`config.mk`:
```
export PLATFORM = sky130hd
export DESIGN_NAME = adc_conv_timing
export DESIGN_NICKNAME = d
export VERILOG_FILES = /design/src/verilog/adc_timing_pkg.sv /design/src/verilog/adc_conv_timing.sv /design/src/verilog/phase_timer.sv
export SDC_FILE = /design/constraint.sdc
export NUM_CORES = 1
export LEC_CHECK = 0
export BUFFER_PORTS_ARGS = -buffer_cell sky130_fd_sc_hd__buf_2
export CORE_ASPECT_RATIO = 1.25
export CORE_MARGIN = 8
export CORE_UTILIZATION = 33
export CTS_CLUSTER_DIAMETER = 30
export DETAILED_ROUTE_END_ITERATION = 10
export GPL_ROUTABILITY_DRIVEN = 0
export PLACE_DENSITY_LB_ADDON = 0.05
export SLEW_MARGIN = 20
export SYNTH_ARGS = -nofsm -noshare
export SYNTH_HDL_FRONTEND = slang
export SYNTH_SLANG_ARGS = --single-unit
```
`constraint.sdc`:
```
create_clock -name sys_clk -period 5.16 [get_ports sys_clk]
set_input_delay 1.032 -clock sys_clk [delete_from_list [all_inputs] [get_ports sys_clk]]
set_output_delay 1.032 -clock sys_clk [all_outputs]
set_load 0.02 [all_outputs]
```
`src/verilog/adc_timing_pkg.sv`:
```
// Package: constants, field layout and carrier types for the converter timing control.
// Assumes one system clock whose single cycle stands for one CPU clock phase.
package adc_timing_pkg;
	// Clock and phase timing
	localparam int SYS_CLK_PERIOD_NS = 50;
	localparam int CPU_CLOCK_PHASE_NS = 50;
	localparam int CYCLES_PER_PHASE = (CPU_CLOCK_PHASE_NS + SYS_CLK_PERIOD_NS - 1)
		/ SYS_CLK_PERIOD_NS;
	// Conversion clock period in CPU clock phases per select code
	localparam int TCC_PHASES_CODE00 = 24;
	localparam int TCC_PHASES_CODE10 = 96;
	localparam int TCC_PHASES_CODE11 = 48;
	// Sequence lengths
	localparam int SAMPLE_TSC_COUNT = 2;
	localparam int CONV_STEPS = 14;
	localparam int LOAD_PHASES = 4;
	localparam int TIMER_WIDTH = 12;
	localparam logic [TIMER_WIDTH-1:0] LOAD_CYCLES = TIMER_WIDTH'(LOAD_PHASES * CYCLES_PER_PHASE);
	localparam logic [3:0] LAST_STEP = 4'(CONV_STEPS - 1);
	// Select codes and field positions in the control word
	localparam logic [1:0] CCS_24 = 2'h0;
	localparam logic [1:0] CCS_RESERVED = 2'h1;
	localparam logic [1:0] CCS_96 = 2'h2;
	localparam logic [1:0] CCS_48 = 2'h3;
	localparam int CCS_LSB = 14;
	localparam int SCS_LSB = 12;
	// Result coding
	localparam int RESULT_BITS = 10;
	localparam logic [RESULT_BITS-1:0] RESULT_ZERO = 10'h000;
	localparam logic [RESULT_BITS-1:0] RESULT_FULL = 10'h3FF;
	localparam logic [RESULT_BITS-1:0] RESULT_MSB = 10'h200;
	// Pin synchroniser
	localparam int SYNC_PINS = 3;

	// Converter control word as software programs it
	typedef struct packed {
		logic [1:0] conv_clock_select;
		logic [1:0] sample_clock_select;
		logic [11:0] other_bits;
	} converter_control_word_t;

	// Status outputs
	typedef struct packed {
		logic busy;
		logic sampling;
		logic conv_done;
	} conv_status_t;
endpackage

```
`src/verilog/adc_conv_timing.sv`:
```
// Converter timing control: sample window, fourteen conversion steps, result load.
// Assumes comparator and reference-range pins are asynchronous; control word is static.
//
// Overview of operation
// - Conversion clock select 00, 10, 11 gives 24, 96, 48 phases.
// - Sample clock select gives 1, 2, 4 or 8 conversion clock periods.
// - Sampling window lasts exactly two sample clock periods.
// - After the window closes the input is isolated from the result.
// - Total time is 14 conversion clocks plus window plus 4 phases.
// - Sequence is sampling, bit decisions, then result load, in order.
// - Result saturates to 000 below low reference, 3FF above high.
// - Durations come only from programmed fields and the CPU clock.
// - One CPU clock phase is one system clock cycle here.
`timescale 1ns/10ps
module adc_conv_timing
	import adc_timing_pkg::*;
(
	input wire logic sys_clk,
	input wire logic reset_n,
	input wire converter_control_word_t conv_ctrl,
	input wire logic start_conv,
	input wire logic result_read,
	input wire logic cmp_above,
	input wire logic below_low_ref,
	input wire logic above_high_ref,
	output logic sample_en,
	output logic [RESULT_BITS-1:0] dac_code,
	output logic [RESULT_BITS-1:0] result,
	output conv_status_t status
);
	typedef enum {ST_IDLE, ST_SAMPLE, ST_CONVERT, ST_LOAD} conv_state_t;

	localparam int TCC_PHASES_CODE96 = TCC_PHASES_CODE10;
	localparam int TCC_PHASES_CODE48 = TCC_PHASES_CODE11;

	// Conversion clock period in cycles for a select code
	function automatic logic [TIMER_WIDTH-1:0] tcc_of(input logic [1:0] sel);
		logic [TIMER_WIDTH-1:0] n;
		unique case (sel)
			CCS_96: n = TIMER_WIDTH'(TCC_PHASES_CODE96 * CYCLES_PER_PHASE);
			CCS_48: n = TIMER_WIDTH'(TCC_PHASES_CODE48 * CYCLES_PER_PHASE);
			// Reserved code 01 is never programmed; it falls back to 24
			CCS_24, CCS_RESERVED: n = TIMER_WIDTH'(TCC_PHASES_CODE00 * CYCLES_PER_PHASE);
		endcase
		return n;
	endfunction

	logic [SYNC_PINS-1:0] pin_raw;
	logic [SYNC_PINS-1:0] sync1_reg;
	logic [SYNC_PINS-1:0] sync2_reg;
	logic cmp_s;
	logic under_s;
	logic over_s;

	assign pin_raw = {above_high_ref, below_low_ref, cmp_above};

	// Two-stage synchronisers for the analog-side pins
	genvar gi;
	generate
		for (gi = 0; gi < SYNC_PINS; gi++) begin : g_sync
			always_ff @(posedge sys_clk) begin
				if (!reset_n) begin
					sync1_reg[gi] <= 1'b0;
					sync2_reg[gi] <= 1'b0;
				end else begin
					sync1_reg[gi] <= pin_raw[gi];
					sync2_reg[gi] <= sync1_reg[gi];
				end
			end
		end
	endgenerate

	assign cmp_s = sync2_reg[0];
	assign under_s = sync2_reg[1];
	assign over_s = sync2_reg[2];

	conv_state_t state_reg, state_next;
	logic [TIMER_WIDTH-1:0] tcc_reg, tcc_next;
	logic [TIMER_WIDTH-1:0] tsc_reg, tsc_next;
	logic [3:0] step_reg, step_next;
	logic [RESULT_BITS-1:0] code_reg, code_next;
	logic [RESULT_BITS-1:0] mask_reg, mask_next;
	logic [RESULT_BITS-1:0] dac_reg, dac_next;
	logic [RESULT_BITS-1:0] result_reg, result_next;
	logic under_reg, under_next;
	logic over_reg, over_next;
	logic sample_reg, sample_next;
	logic busy_reg, busy_next;
	logic done_reg, done_next;
	logic tmr_start;
	logic [TIMER_WIDTH-1:0] tmr_len;
	logic tmr_expire;
	logic [RESULT_BITS-1:0] decided;

	phase_timer u_timer (
		.sys_clk(sys_clk),
		.reset_n(reset_n),
		.start(tmr_start),
		.length(tmr_len),
		.expire(tmr_expire)
	);

	// Sequencer next state
	always_comb begin
		state_next = state_reg;
		tcc_next = tcc_reg;
		tsc_next = tsc_reg;
		step_next = step_reg;
		code_next = code_reg;
		mask_next = mask_reg;
		dac_next = dac_reg;
		result_next = result_reg;
		under_next = under_reg;
		over_next = over_reg;
		sample_next = sample_reg;
		busy_next = busy_reg;
		done_next = done_reg;
		tmr_start = 1'b0;
		tmr_len = tcc_reg;
		decided = cmp_s ? (code_reg | mask_reg) : code_reg;
		// Read clears the flag; a load in the same cycle wins below
		if (result_read) begin
			done_next = 1'b0;
		end
		unique case (state_reg)
			ST_IDLE: begin
				if (start_conv) begin
					// Periods latched from the fields only
					tcc_next = tcc_of(conv_ctrl.conv_clock_select);
					tsc_next = tcc_next << conv_ctrl.sample_clock_select;
					tmr_start = 1'b1;
					tmr_len = TIMER_WIDTH'(SAMPLE_TSC_COUNT) * tsc_next;
					state_next = ST_SAMPLE;
					sample_next = 1'b1;
					busy_next = 1'b1;
					step_next = '0;
					code_next = '0;
					mask_next = RESULT_MSB;
					dac_next = RESULT_MSB;
				end
			end
			ST_SAMPLE: begin
				if (tmr_expire) begin
					// Close the window and hold; later input moves are ignored
					sample_next = 1'b0;
					under_next = under_s;
					over_next = over_s;
					state_next = ST_CONVERT;
					tmr_start = 1'b1;
				end
			end
			ST_CONVERT: begin
				if (tmr_expire) begin
					// One bit per step, MSB first, then idle steps
					if (mask_reg != '0) begin
						code_next = decided;
						mask_next = mask_reg >> 1;
						dac_next = decided | (mask_reg >> 1);
					end
					tmr_start = 1'b1;
					if (step_reg == LAST_STEP) begin
						tmr_len = LOAD_CYCLES;
						state_next = ST_LOAD;
					end else begin
						step_next = step_reg + 4'h1;
					end
				end
			end
			ST_LOAD: begin
				if (tmr_expire) begin
					// Out-of-range input saturates the code
					if (under_reg) begin
						result_next = RESULT_ZERO;
					end else if (over_reg) begin
						result_next = RESULT_FULL;
					end else begin
						result_next = code_reg;
					end
					done_next = 1'b1;
					busy_next = 1'b0;
					dac_next = '0;
					state_next = ST_IDLE;
				end
			end
		endcase
	end

	// Sequencer registers
	always_ff @(posedge sys_clk) begin
		if (!reset_n) begin
			state_reg <= ST_IDLE;
			tcc_reg <= '0;
			tsc_reg <= '0;
			step_reg <= '0;
			code_reg <= '0;
			mask_reg <= '0;
			dac_reg <= '0;
			result_reg <= '0;
			under_reg <= 1'b0;
			over_reg <= 1'b0;
			sample_reg <= 1'b0;
			busy_reg <= 1'b0;
			done_reg <= 1'b0;
		end else begin
			state_reg <= state_next;
			tcc_reg <= tcc_next;
			tsc_reg <= tsc_next;
			step_reg <= step_next;
			code_reg <= code_next;
			mask_reg <= mask_next;
			dac_reg <= dac_next;
			result_reg <= result_next;
			under_reg <= under_next;
			over_reg <= over_next;
			sample_reg <= sample_next;
			busy_reg <= busy_next;
			done_reg <= done_next;
		end
	end

	// Outputs straight from flops
	assign sample_en = sample_reg;
	assign dac_code = dac_reg;
	assign result = result_reg;
	assign status = '{busy: busy_reg, sampling: sample_reg, conv_done: done_reg};

	// Assertion helpers: cycle counts of the window and of the whole conversion
	logic [TIMER_WIDTH-1:0] samp_cnt_reg;
	logic [TIMER_WIDTH-1:0] total_cnt_reg;
	logic start_acc;
	assign start_acc = (state_reg == ST_IDLE) && start_conv;

	always_ff @(posedge sys_clk) begin
		if (!reset_n) begin
			samp_cnt_reg <= '0;
			total_cnt_reg <= '0;
		end else begin
			samp_cnt_reg <= sample_reg ? samp_cnt_reg + TIMER_WIDTH'(1) : '0;
			total_cnt_reg <= busy_reg ? total_cnt_reg + TIMER_WIDTH'(1) : '0;
		end
	end
endmodule

```
`src/verilog/phase_timer.sv`:
```
// Phase timer: counts a loaded number of CPU clock phases and pulses at the end.
// Assumes a same-clock start pulse; a start in the expiry cycle restarts cleanly.
`timescale 1ns/10ps
module phase_timer
	import adc_timing_pkg::*;
(
	input wire logic sys_clk,
	input wire logic reset_n,
	input wire logic start,
	input wire logic [TIMER_WIDTH-1:0] length,
	output logic expire
);
	logic [TIMER_WIDTH-1:0] cnt_reg;
	logic [TIMER_WIDTH-1:0] cnt_next;
	logic run_reg;
	logic run_next;

	// Expire in the length-th cycle after start, one cycle per phase
	assign expire = run_reg && (cnt_reg == '0);

	// Down count with start priority
	always_comb begin
		cnt_next = cnt_reg;
		run_next = run_reg;
		if (start) begin
			cnt_next = length - TIMER_WIDTH'(1);
			run_next = 1'b1;
		end else if (run_reg) begin
			if (cnt_reg == '0) begin
				run_next = 1'b0;
			end else begin
				cnt_next = cnt_reg - TIMER_WIDTH'(1);
			end
		end
	end

	// Registers
	always_ff @(posedge sys_clk) begin
		if (!reset_n) begin
			cnt_reg <= '0;
			run_reg <= 1'b0;
		end else begin
			cnt_reg <= cnt_next;
			run_reg <= run_next;
		end
	end
endmodule
```
==> results by group, run 1 <==
Detailed routing
  • Residual DRC count: 0
  • Post-Route WL: 9700 um
  • WL per Instance: 16.1 um
  • Initial DRC Count: 109
  • Average via count per standard cell: 5.30
  • Vias: 3,201
  • ANT nets after route: 0
  • First-pass iteration count of the detailed router: 4

GRT
  • Tot GR Track Use: 0.139
  • Antenna violations before repair: 0
  • First-pass GRT wire length: 15,800 um
  • Vias in the first global route: 3,139
  • Grt ovf: 0
  • Largest net degree at the start of global routing: 48

Critical path
  • CP Max Fanout: 16
  • Worst path max stage delay: 0.72 ns
  • Critical path endpoint category: flop
  • CP max-delay cell: a2111o_1
  • Startpoint Class: flop
  • Worst path cell trace: or4b_1, nor3_1, nand2_1, a2111o_1, nor2_1, a21oi_1, nor2_1
  • CP arrival: 3.61 ns
  • Critical Path RT: 5.42 ns
  • Cell mode on critical path: nor2_1
  • WS Path Type: reg2reg

Job
  • Max-cap viol count: 0

Worst hold path
  • HP Class: reg2reg

Logic synthesis
  • Compound-Gate Fraction of Synth Area: 0.186
  • Ys async rst share: 0
  • Simple-Gate Fraction of Synth Area: 0.263
  • Mean Syn Cell Area: around 8.0 um2
  • EDFF count, synth: 0
  • Xor/xnor cell area share of the yosys netlist: 0.0243
  • Adder-Cell Fraction of Synth Area: 0.0277
  • Sequential cell area fraction in the yosys report: 0.410
  • Synth cell types: 55
  • Yosys warns: 0
  • Primary FF master, synth: dfxtp_1
  • Largest family of logic cells by synthesized area: simple AND/OR/NAND/NOR gates
  • Cell area after synthesis: 0.00361 mm2
  • FF+latch count, synth: 74
  • Mapped Nets: 481
  • Mux share of post-synthesis cell area: 0.0471
  • Syn Inst Count: 450

STA
  • Final Cycle Share: 0.650
  • Final Skew: 0.00349 ns
  • RSZ-0062 raised after global routing: no
  • Worst-Margin Slew: 0.703 ns
  • Final WS setup: 1.81 ns
  • Final-report max-slew violation count: 0
  • Final TNS setup: 0 ns
  • Fin crit period: 3.35 ns
  • Fmax: 0.298 GHz
  • Slew margin rel.: 0.530
  • Setup violators final: 0
  • Hold Vio Cnt, Final: 0

Clock tree
  • Clock transition at path regs: 0.06 ns
  • Post-CTS Resized: 0
  • Setup bufs post-CTS: 0
  • CTS Buf Count: 9
  • TritonCTS clock tree: yes
  • Worst-skew pair later-pin latency: 0.33 ns
  • TritonCTS Sinks: 74
  • H-tree depth: 3
  • Hold buffer count at CTS: 0
  • Longest Clk Path Bufs: 2
  • Root buffer cell: clkbuf_16

Power and ir drop
  • LEAKAGE: 1.65 nW
  • Clock network fraction of total power: 0.286
  • Pwr dens: 550 mW/mm2
  • Seq pwr share: 0.312
  • P_int: 1.39 mW
  • Logic pwr share: 0.402
  • VDD IR max: around 0.00024 V
  • Sw Share: 0.389
  • Psw: a little under 0.9 mW

Status
  • Status: complete, no violations

Floorplanning
  • Chip height: between 100 and 150 um
  • Initial core utilization: 0.340
  • Rows: 42
  • Chip width: approximately 110 um
  • Ports: 47
  • Core area: around 0.011 mm2
  • Full die area: 0.0146 mm2

Finish
  • Final nets: 500
  • Max reg flops: 12
  • Synth-to-layout area growth: 14.8%
  • # diodes: 0
  • Layout cells sized above 1: 0.127

Placed design
  • # port buffers: 34
  • Post-place setup slack: 1.80 ns
  • Post-DP HPWL: 6940 um
[worst paths after layout]
| path | cells after the start | to | start | slack, ns |
|---|---|---|---|---|
| worst min register to register | 1 | cmp_s$_SDFF_PN0_ | sync1_reg[0]$_SDFF_PN0_ | 0.43 |
| worst min-delay path | 1 | cmp_s$_SDFF_PN0_ | sync1_reg[0]$_SDFF_PN0_ | 0.43 |
| worst max register to register | 7 | code_reg[8]$_SDFFE_PN0P_ | u_timer.cnt_reg[0]$_SDFFE_PN0P_ | 1.81 |
| worst max-delay path | 7 | code_reg[8]$_SDFFE_PN0P_ | u_timer.cnt_reg[0]$_SDFFE_PN0P_ | 1.81 |
[power groups by stage]
stage          clock network, mW  logic, mW  registers [mW]
6_report                   0.653      0.915           0.712
5_1_grt                    0.691       1.02           0.723
4_1_cts                    0.673      0.929           0.710
3_5_place_dp                   0      0.924           0.721
3_3_place_gp                   0      0.917           0.722
2_1_floorplan                  0      0.716           0.708
[kinds of logic after synthesis]
group / count (synthesis)
AO/OA/AOI/OAI: 102
XOR/XNOR: 10
adder cells (fa/ha/maj): 8
buffers and inverters: 37
flip-flops: 74
multiplexers: 17
AND/OR/NAND/NOR: 202
[stage by stage]
stage / power, mW / cells / cell area (um2) / hold slack, ns / utilization
6_report: 2.28 / 604 / 4150 / 0.430 / 0.391
5_1_grt: 2.44 / 604 / 4150 / 0.437 / 0.391
4_1_cts: 2.31 / 604 / 4150 / 0.430 / 0.391
3_5_place_dp: 1.65 / 590 / 3840 / 0.419 / 0.362
3_3_place_gp: 1.64 / 590 / 3840 / 0.418 / 0.362
2_1_floorplan: 1.42 / 450 / 3610 / 0.412 / -
[placed cells by master (no fill, tap or decap), drive strengths merged, types with 5 or more instances in the layout]
master  count
clkbuf      9
or2         6
dfxtp      74
and2       10
nor3       14
a21oi      46
buf        35
o21ai       8
nor2       82
ha          8
mux2i      17
a211oi     14
nand3      15
xnor2       5
xor2        5
nand2      43
inv        10
[critical path: cells and delay by family, from the launching register on]
| kind | cells | cell delay, ns |
|---|---|---|
| simple gates | 5 | 2.06 |
| flops | 1 | 0.34 |
| compound gates | 2 | 0.87 |
[cell usage after synthesis (3+ instances only)]
cell	instances	area, um2
nand3_1	15	75.1
xor2_1	5	43.8
a32oi_1	4	35.0
dfxtp_1	74	1480
nand2b_1	4	25.0
or2_2	6	37.5
nor3_1	14	70.1
nor2_1	82	308
buf_1	4	15.0
ha_1	8	100
and2_1	9	56.3
nand4_1	4	25.0
clkbuf_1	19	71.3
inv_1	10	37.5
or3_1	4	25.0
xnor2_1	5	43.8
nor4_1	4	25.0
o21ai_0	7	35.0
nand2_1	43	161
a21oi_1	46	230
buf_4	3	22.5
mux2i_1	17	170
a211oi_1	14	105
and3_1	3	18.8
[final cells by class]
| type | instances | area [um2] |
|---|---|---|
| tap | 132 | 165 |
| multi-input combinational | 339 | 1980 |
| clock buffer | 9 | 225 |
| clock inverter | 5 | 81.3 |
| sequential | 74 | 1480 |
| fill | 1171 | 6470 |
| inverter | 10 | 37.5 |
| timing repair buffer | 35 | 178 |
[per-layer routing]
metal / vias up / track usage / part of all wire
li1: 1629 / - / -
met1: 1509 / 0.142 / 0.40
met2: 48 / 0.254 / 0.54
met3: 15 / 0.0292 / 0.033
met4: 0 / 0.0685 / 0.027
met5: - / 0 / 0
No activity file was read; power rests on OpenSTA's default activity.
==> inputs of run 2 (changes only) <==
==> constraint.sdc (replaced) <==
create_clock -name sys_clk -period 3.4 [get_ports sys_clk]
set_input_delay 0.68 -clock sys_clk [delete_from_list [all_inputs] [get_ports sys_clk]]
set_output_delay 0.68 -clock sys_clk [all_outputs]
set_load 0.02 [all_outputs]
==> run 2 against run 1 <==
Net effect: sequential power increased by 52%; register-to-register slack lost 1.6 ns; clock power increased by 31%; largest cell class unchanged; combinational power grew 64%; critical path depth increased by 2; die area did not move; cell area up 1.1%; via count rose by 1.9%; total power increased by 51%; hold slack about the same; clock skew up 0.0025 ns; sequential share of layout area decreased by 0.38 points; critical path type unchanged.
==> results by group, run 2 (synthesized netlist as in run 1, its figures left out) <==
Power and ir drop
  • Pwr dens: around 820 mW/mm2
  • LEAKAGE: 1.69 nW
  • Total power: 3.44 mW
  • VDD IR max: 0.000287 V

Status
  • Status: complete, no violations

Detailed routing
  • WL per Instance: around 16 um
  • First-pass iteration count of the detailed router: 4
  • Residual DRC count: 0
  • Vias: 3,262
  • Initial DRC Count: between 100 and 150
  • Post-Route WL: 9950 um
  • Average via count per standard cell: 5.29
  • ANT nets after route: 0

Clock tree
  • Setup bufs post-CTS: 0
  • CTS Buf Count: 9
  • Worst-skew pair later-pin latency: 0.34 ns
  • Root buffer cell: clkbuf_16
  • H-tree depth: 3
  • Hold buffer count at CTS: 0
  • TritonCTS clock tree: yes
  • Post-CTS Resized: 0
  • Longest Clk Path Bufs: 2
  • TritonCTS Sinks: 74
  • Clock transition at path regs: 0.06 ns

STA
  • Worst-Margin Slew: 0.677 ns
  • Hold Vio Cnt, Final: 0
  • RSZ-0062 raised after global routing: no
  • Setup violators final: 0
  • Fin crit period: approximately 3.2 ns
  • Final-report max-slew violation count: 0
  • Slew margin rel.: 0.547
  • Final Skew: approximately 0.0060 ns
  • Fmax: 0.310 GHz
  • Final Cycle Share: 0.949
  • Final TNS setup: 0 ns

Finish
  • Synth-to-layout area growth: 16.1%
  • Most common cell after layout, fill and taps aside: nor2_1
  • Max reg flops: 12
  • Layout cells sized above 1: 0.148
  • # diodes: 0
  • Most frequent cells in the layout: nor2_1 (82), dfxtp_1 (74), a21oi_1 (46)
  • Core Util, Final: 0.395
  • Final nets: 512
  • Filler cell count: 1,127

Floorplanning
  • Initial core utilization: 0.340
  • Chip width: about 110 um
  • Core area: roughly 0.011 mm2
  • Full die area: 0.0146 mm2
  • Chip height: 133 um
  • Rows: 42
  • Ports: 47

GRT
  • First-pass GRT wire length: 16,100 um
  • Tot GR Track Use: 0.142
  • Grt ovf: 0
  • Largest net degree at the start of global routing: 44
  • Vias in the first global route: 3,184
  • Antenna violations before repair: 0

Placed design
  • # port buffers: 34
  • Post-DP HPWL: 7250 um

Worst hold path
  • Min-Delay Endpoint: cmp_s$_SDFF_PN0_
  • Min-Delay Path Depth: 1
  • HP Class: reg2reg
  • Worst Hold Launch: sync1_reg[0]$_SDFF_PN0_

Critical path
  • Critical path endpoint category: flop
  • CP arrival: 3.49 ns
  • RR Endpoint: u_timer.cnt_reg[10]$_SDFFE_PN0P_
  • Worst path max stage delay: 0.46 ns
  • Startpoint Class: flop
  • Critical Path Start: state_reg[0]$_SDFFE_PN0P_
  • Critical Path RT: between 3 and 4 ns
  • Worst R2R Setup Slack: 0.17 ns
  • CP max-delay cell: or4b_1
  • Reg2reg start: state_reg[0]$_SDFFE_PN0P_
  • Worst path cell trace: inv_1, ha_1, or4b_1, or4_4, and2_4, a311o_1, a2111o_1, or3_1, o211ai_2
  • CP Max Fanout: 14
  • WS Path Type: reg2reg
  • R2r worst-path depth: 9

Job
  • Max-cap viol count: 0
## run 2: final cells by class
| type | instances | area, um2 | area share |
|---|---|---|---|
| clock buffers | 10 | 229 | 0.0546 |
| clock inverters | 5 | 32.5 | 0.00776 |
| inverters | 10 | 37.5 | 0.00896 |
| multi-input cells | 339 | 1980 | 0.472 |
| flip-flops and latches | 74 | 1480 | 0.353 |
| well taps | 132 | 165 | 0.0394 |
| repair buffers | 47 | 268 | 0.0639 |
## run 2: worst max-delay path by stage
stage,endpoint,slack [ns],cells past startpoint
finish,u_timer.cnt_reg[10]$_SDFFE_PN0P_,0.17,9
global route,u_timer.cnt_reg[10]$_SDFFE_PN0P_,0.04,9
CTS,u_timer.cnt_reg[10]$_SDFFE_PN0P_,0.16,9
detailed placement,u_timer.cnt_reg[10]$_SDFFE_PN0P_,0.20,9
global placement,u_timer.cnt_reg[10]$_SDFFE_PN0P_,0.24,9
floorplan,u_timer.cnt_reg[8]$_SDFFE_PN0P_,0.39,11
## run 2: stage by stage
step	area (um2)	hold slack, ns	setup slack [ns]	instances
after floorplan	3610	0.412	0.385	450
after detailed placement	3930	0.420	0.199	602
after CTS	4190	0.434	0.159	617
after global routing	4190	0.446	0.0385	617
after global placement	3930	0.416	0.238	602
final	4190	0.430	0.174	617
## run 2: metal layers
layer,track usage,vias up,wire (um),part of all wire
met5,0,-,0,0
met4,0.0865,0,420,0.042
met3,0.0355,24,330,0.033
met2,0.251,60,5120,0.52
met1,0.143,1524,4070,0.41
li1,-,1654,-,-
## run 2: critical path: cells and delay by family, from the launching register on
kind	cells	cell delay [ns]
adder cells (fa/ha/maj)	1	0.34
AO/OA/AOI/OAI	3	0.83
AND/OR/NAND/NOR	4	1.52
flip-flops	1	0.36
buffers and inverters	1	0.10
## run 2: power breakdown
| part | internal [mW] | leakage (nW) | switching (mW) |
|---|---|---|---|
| registers | 0.972 | 0.602 | 0.107 |
| clock network | 0.488 | 0.132 | 0.365 |
| logic | 0.598 | 0.961 | 0.905 |
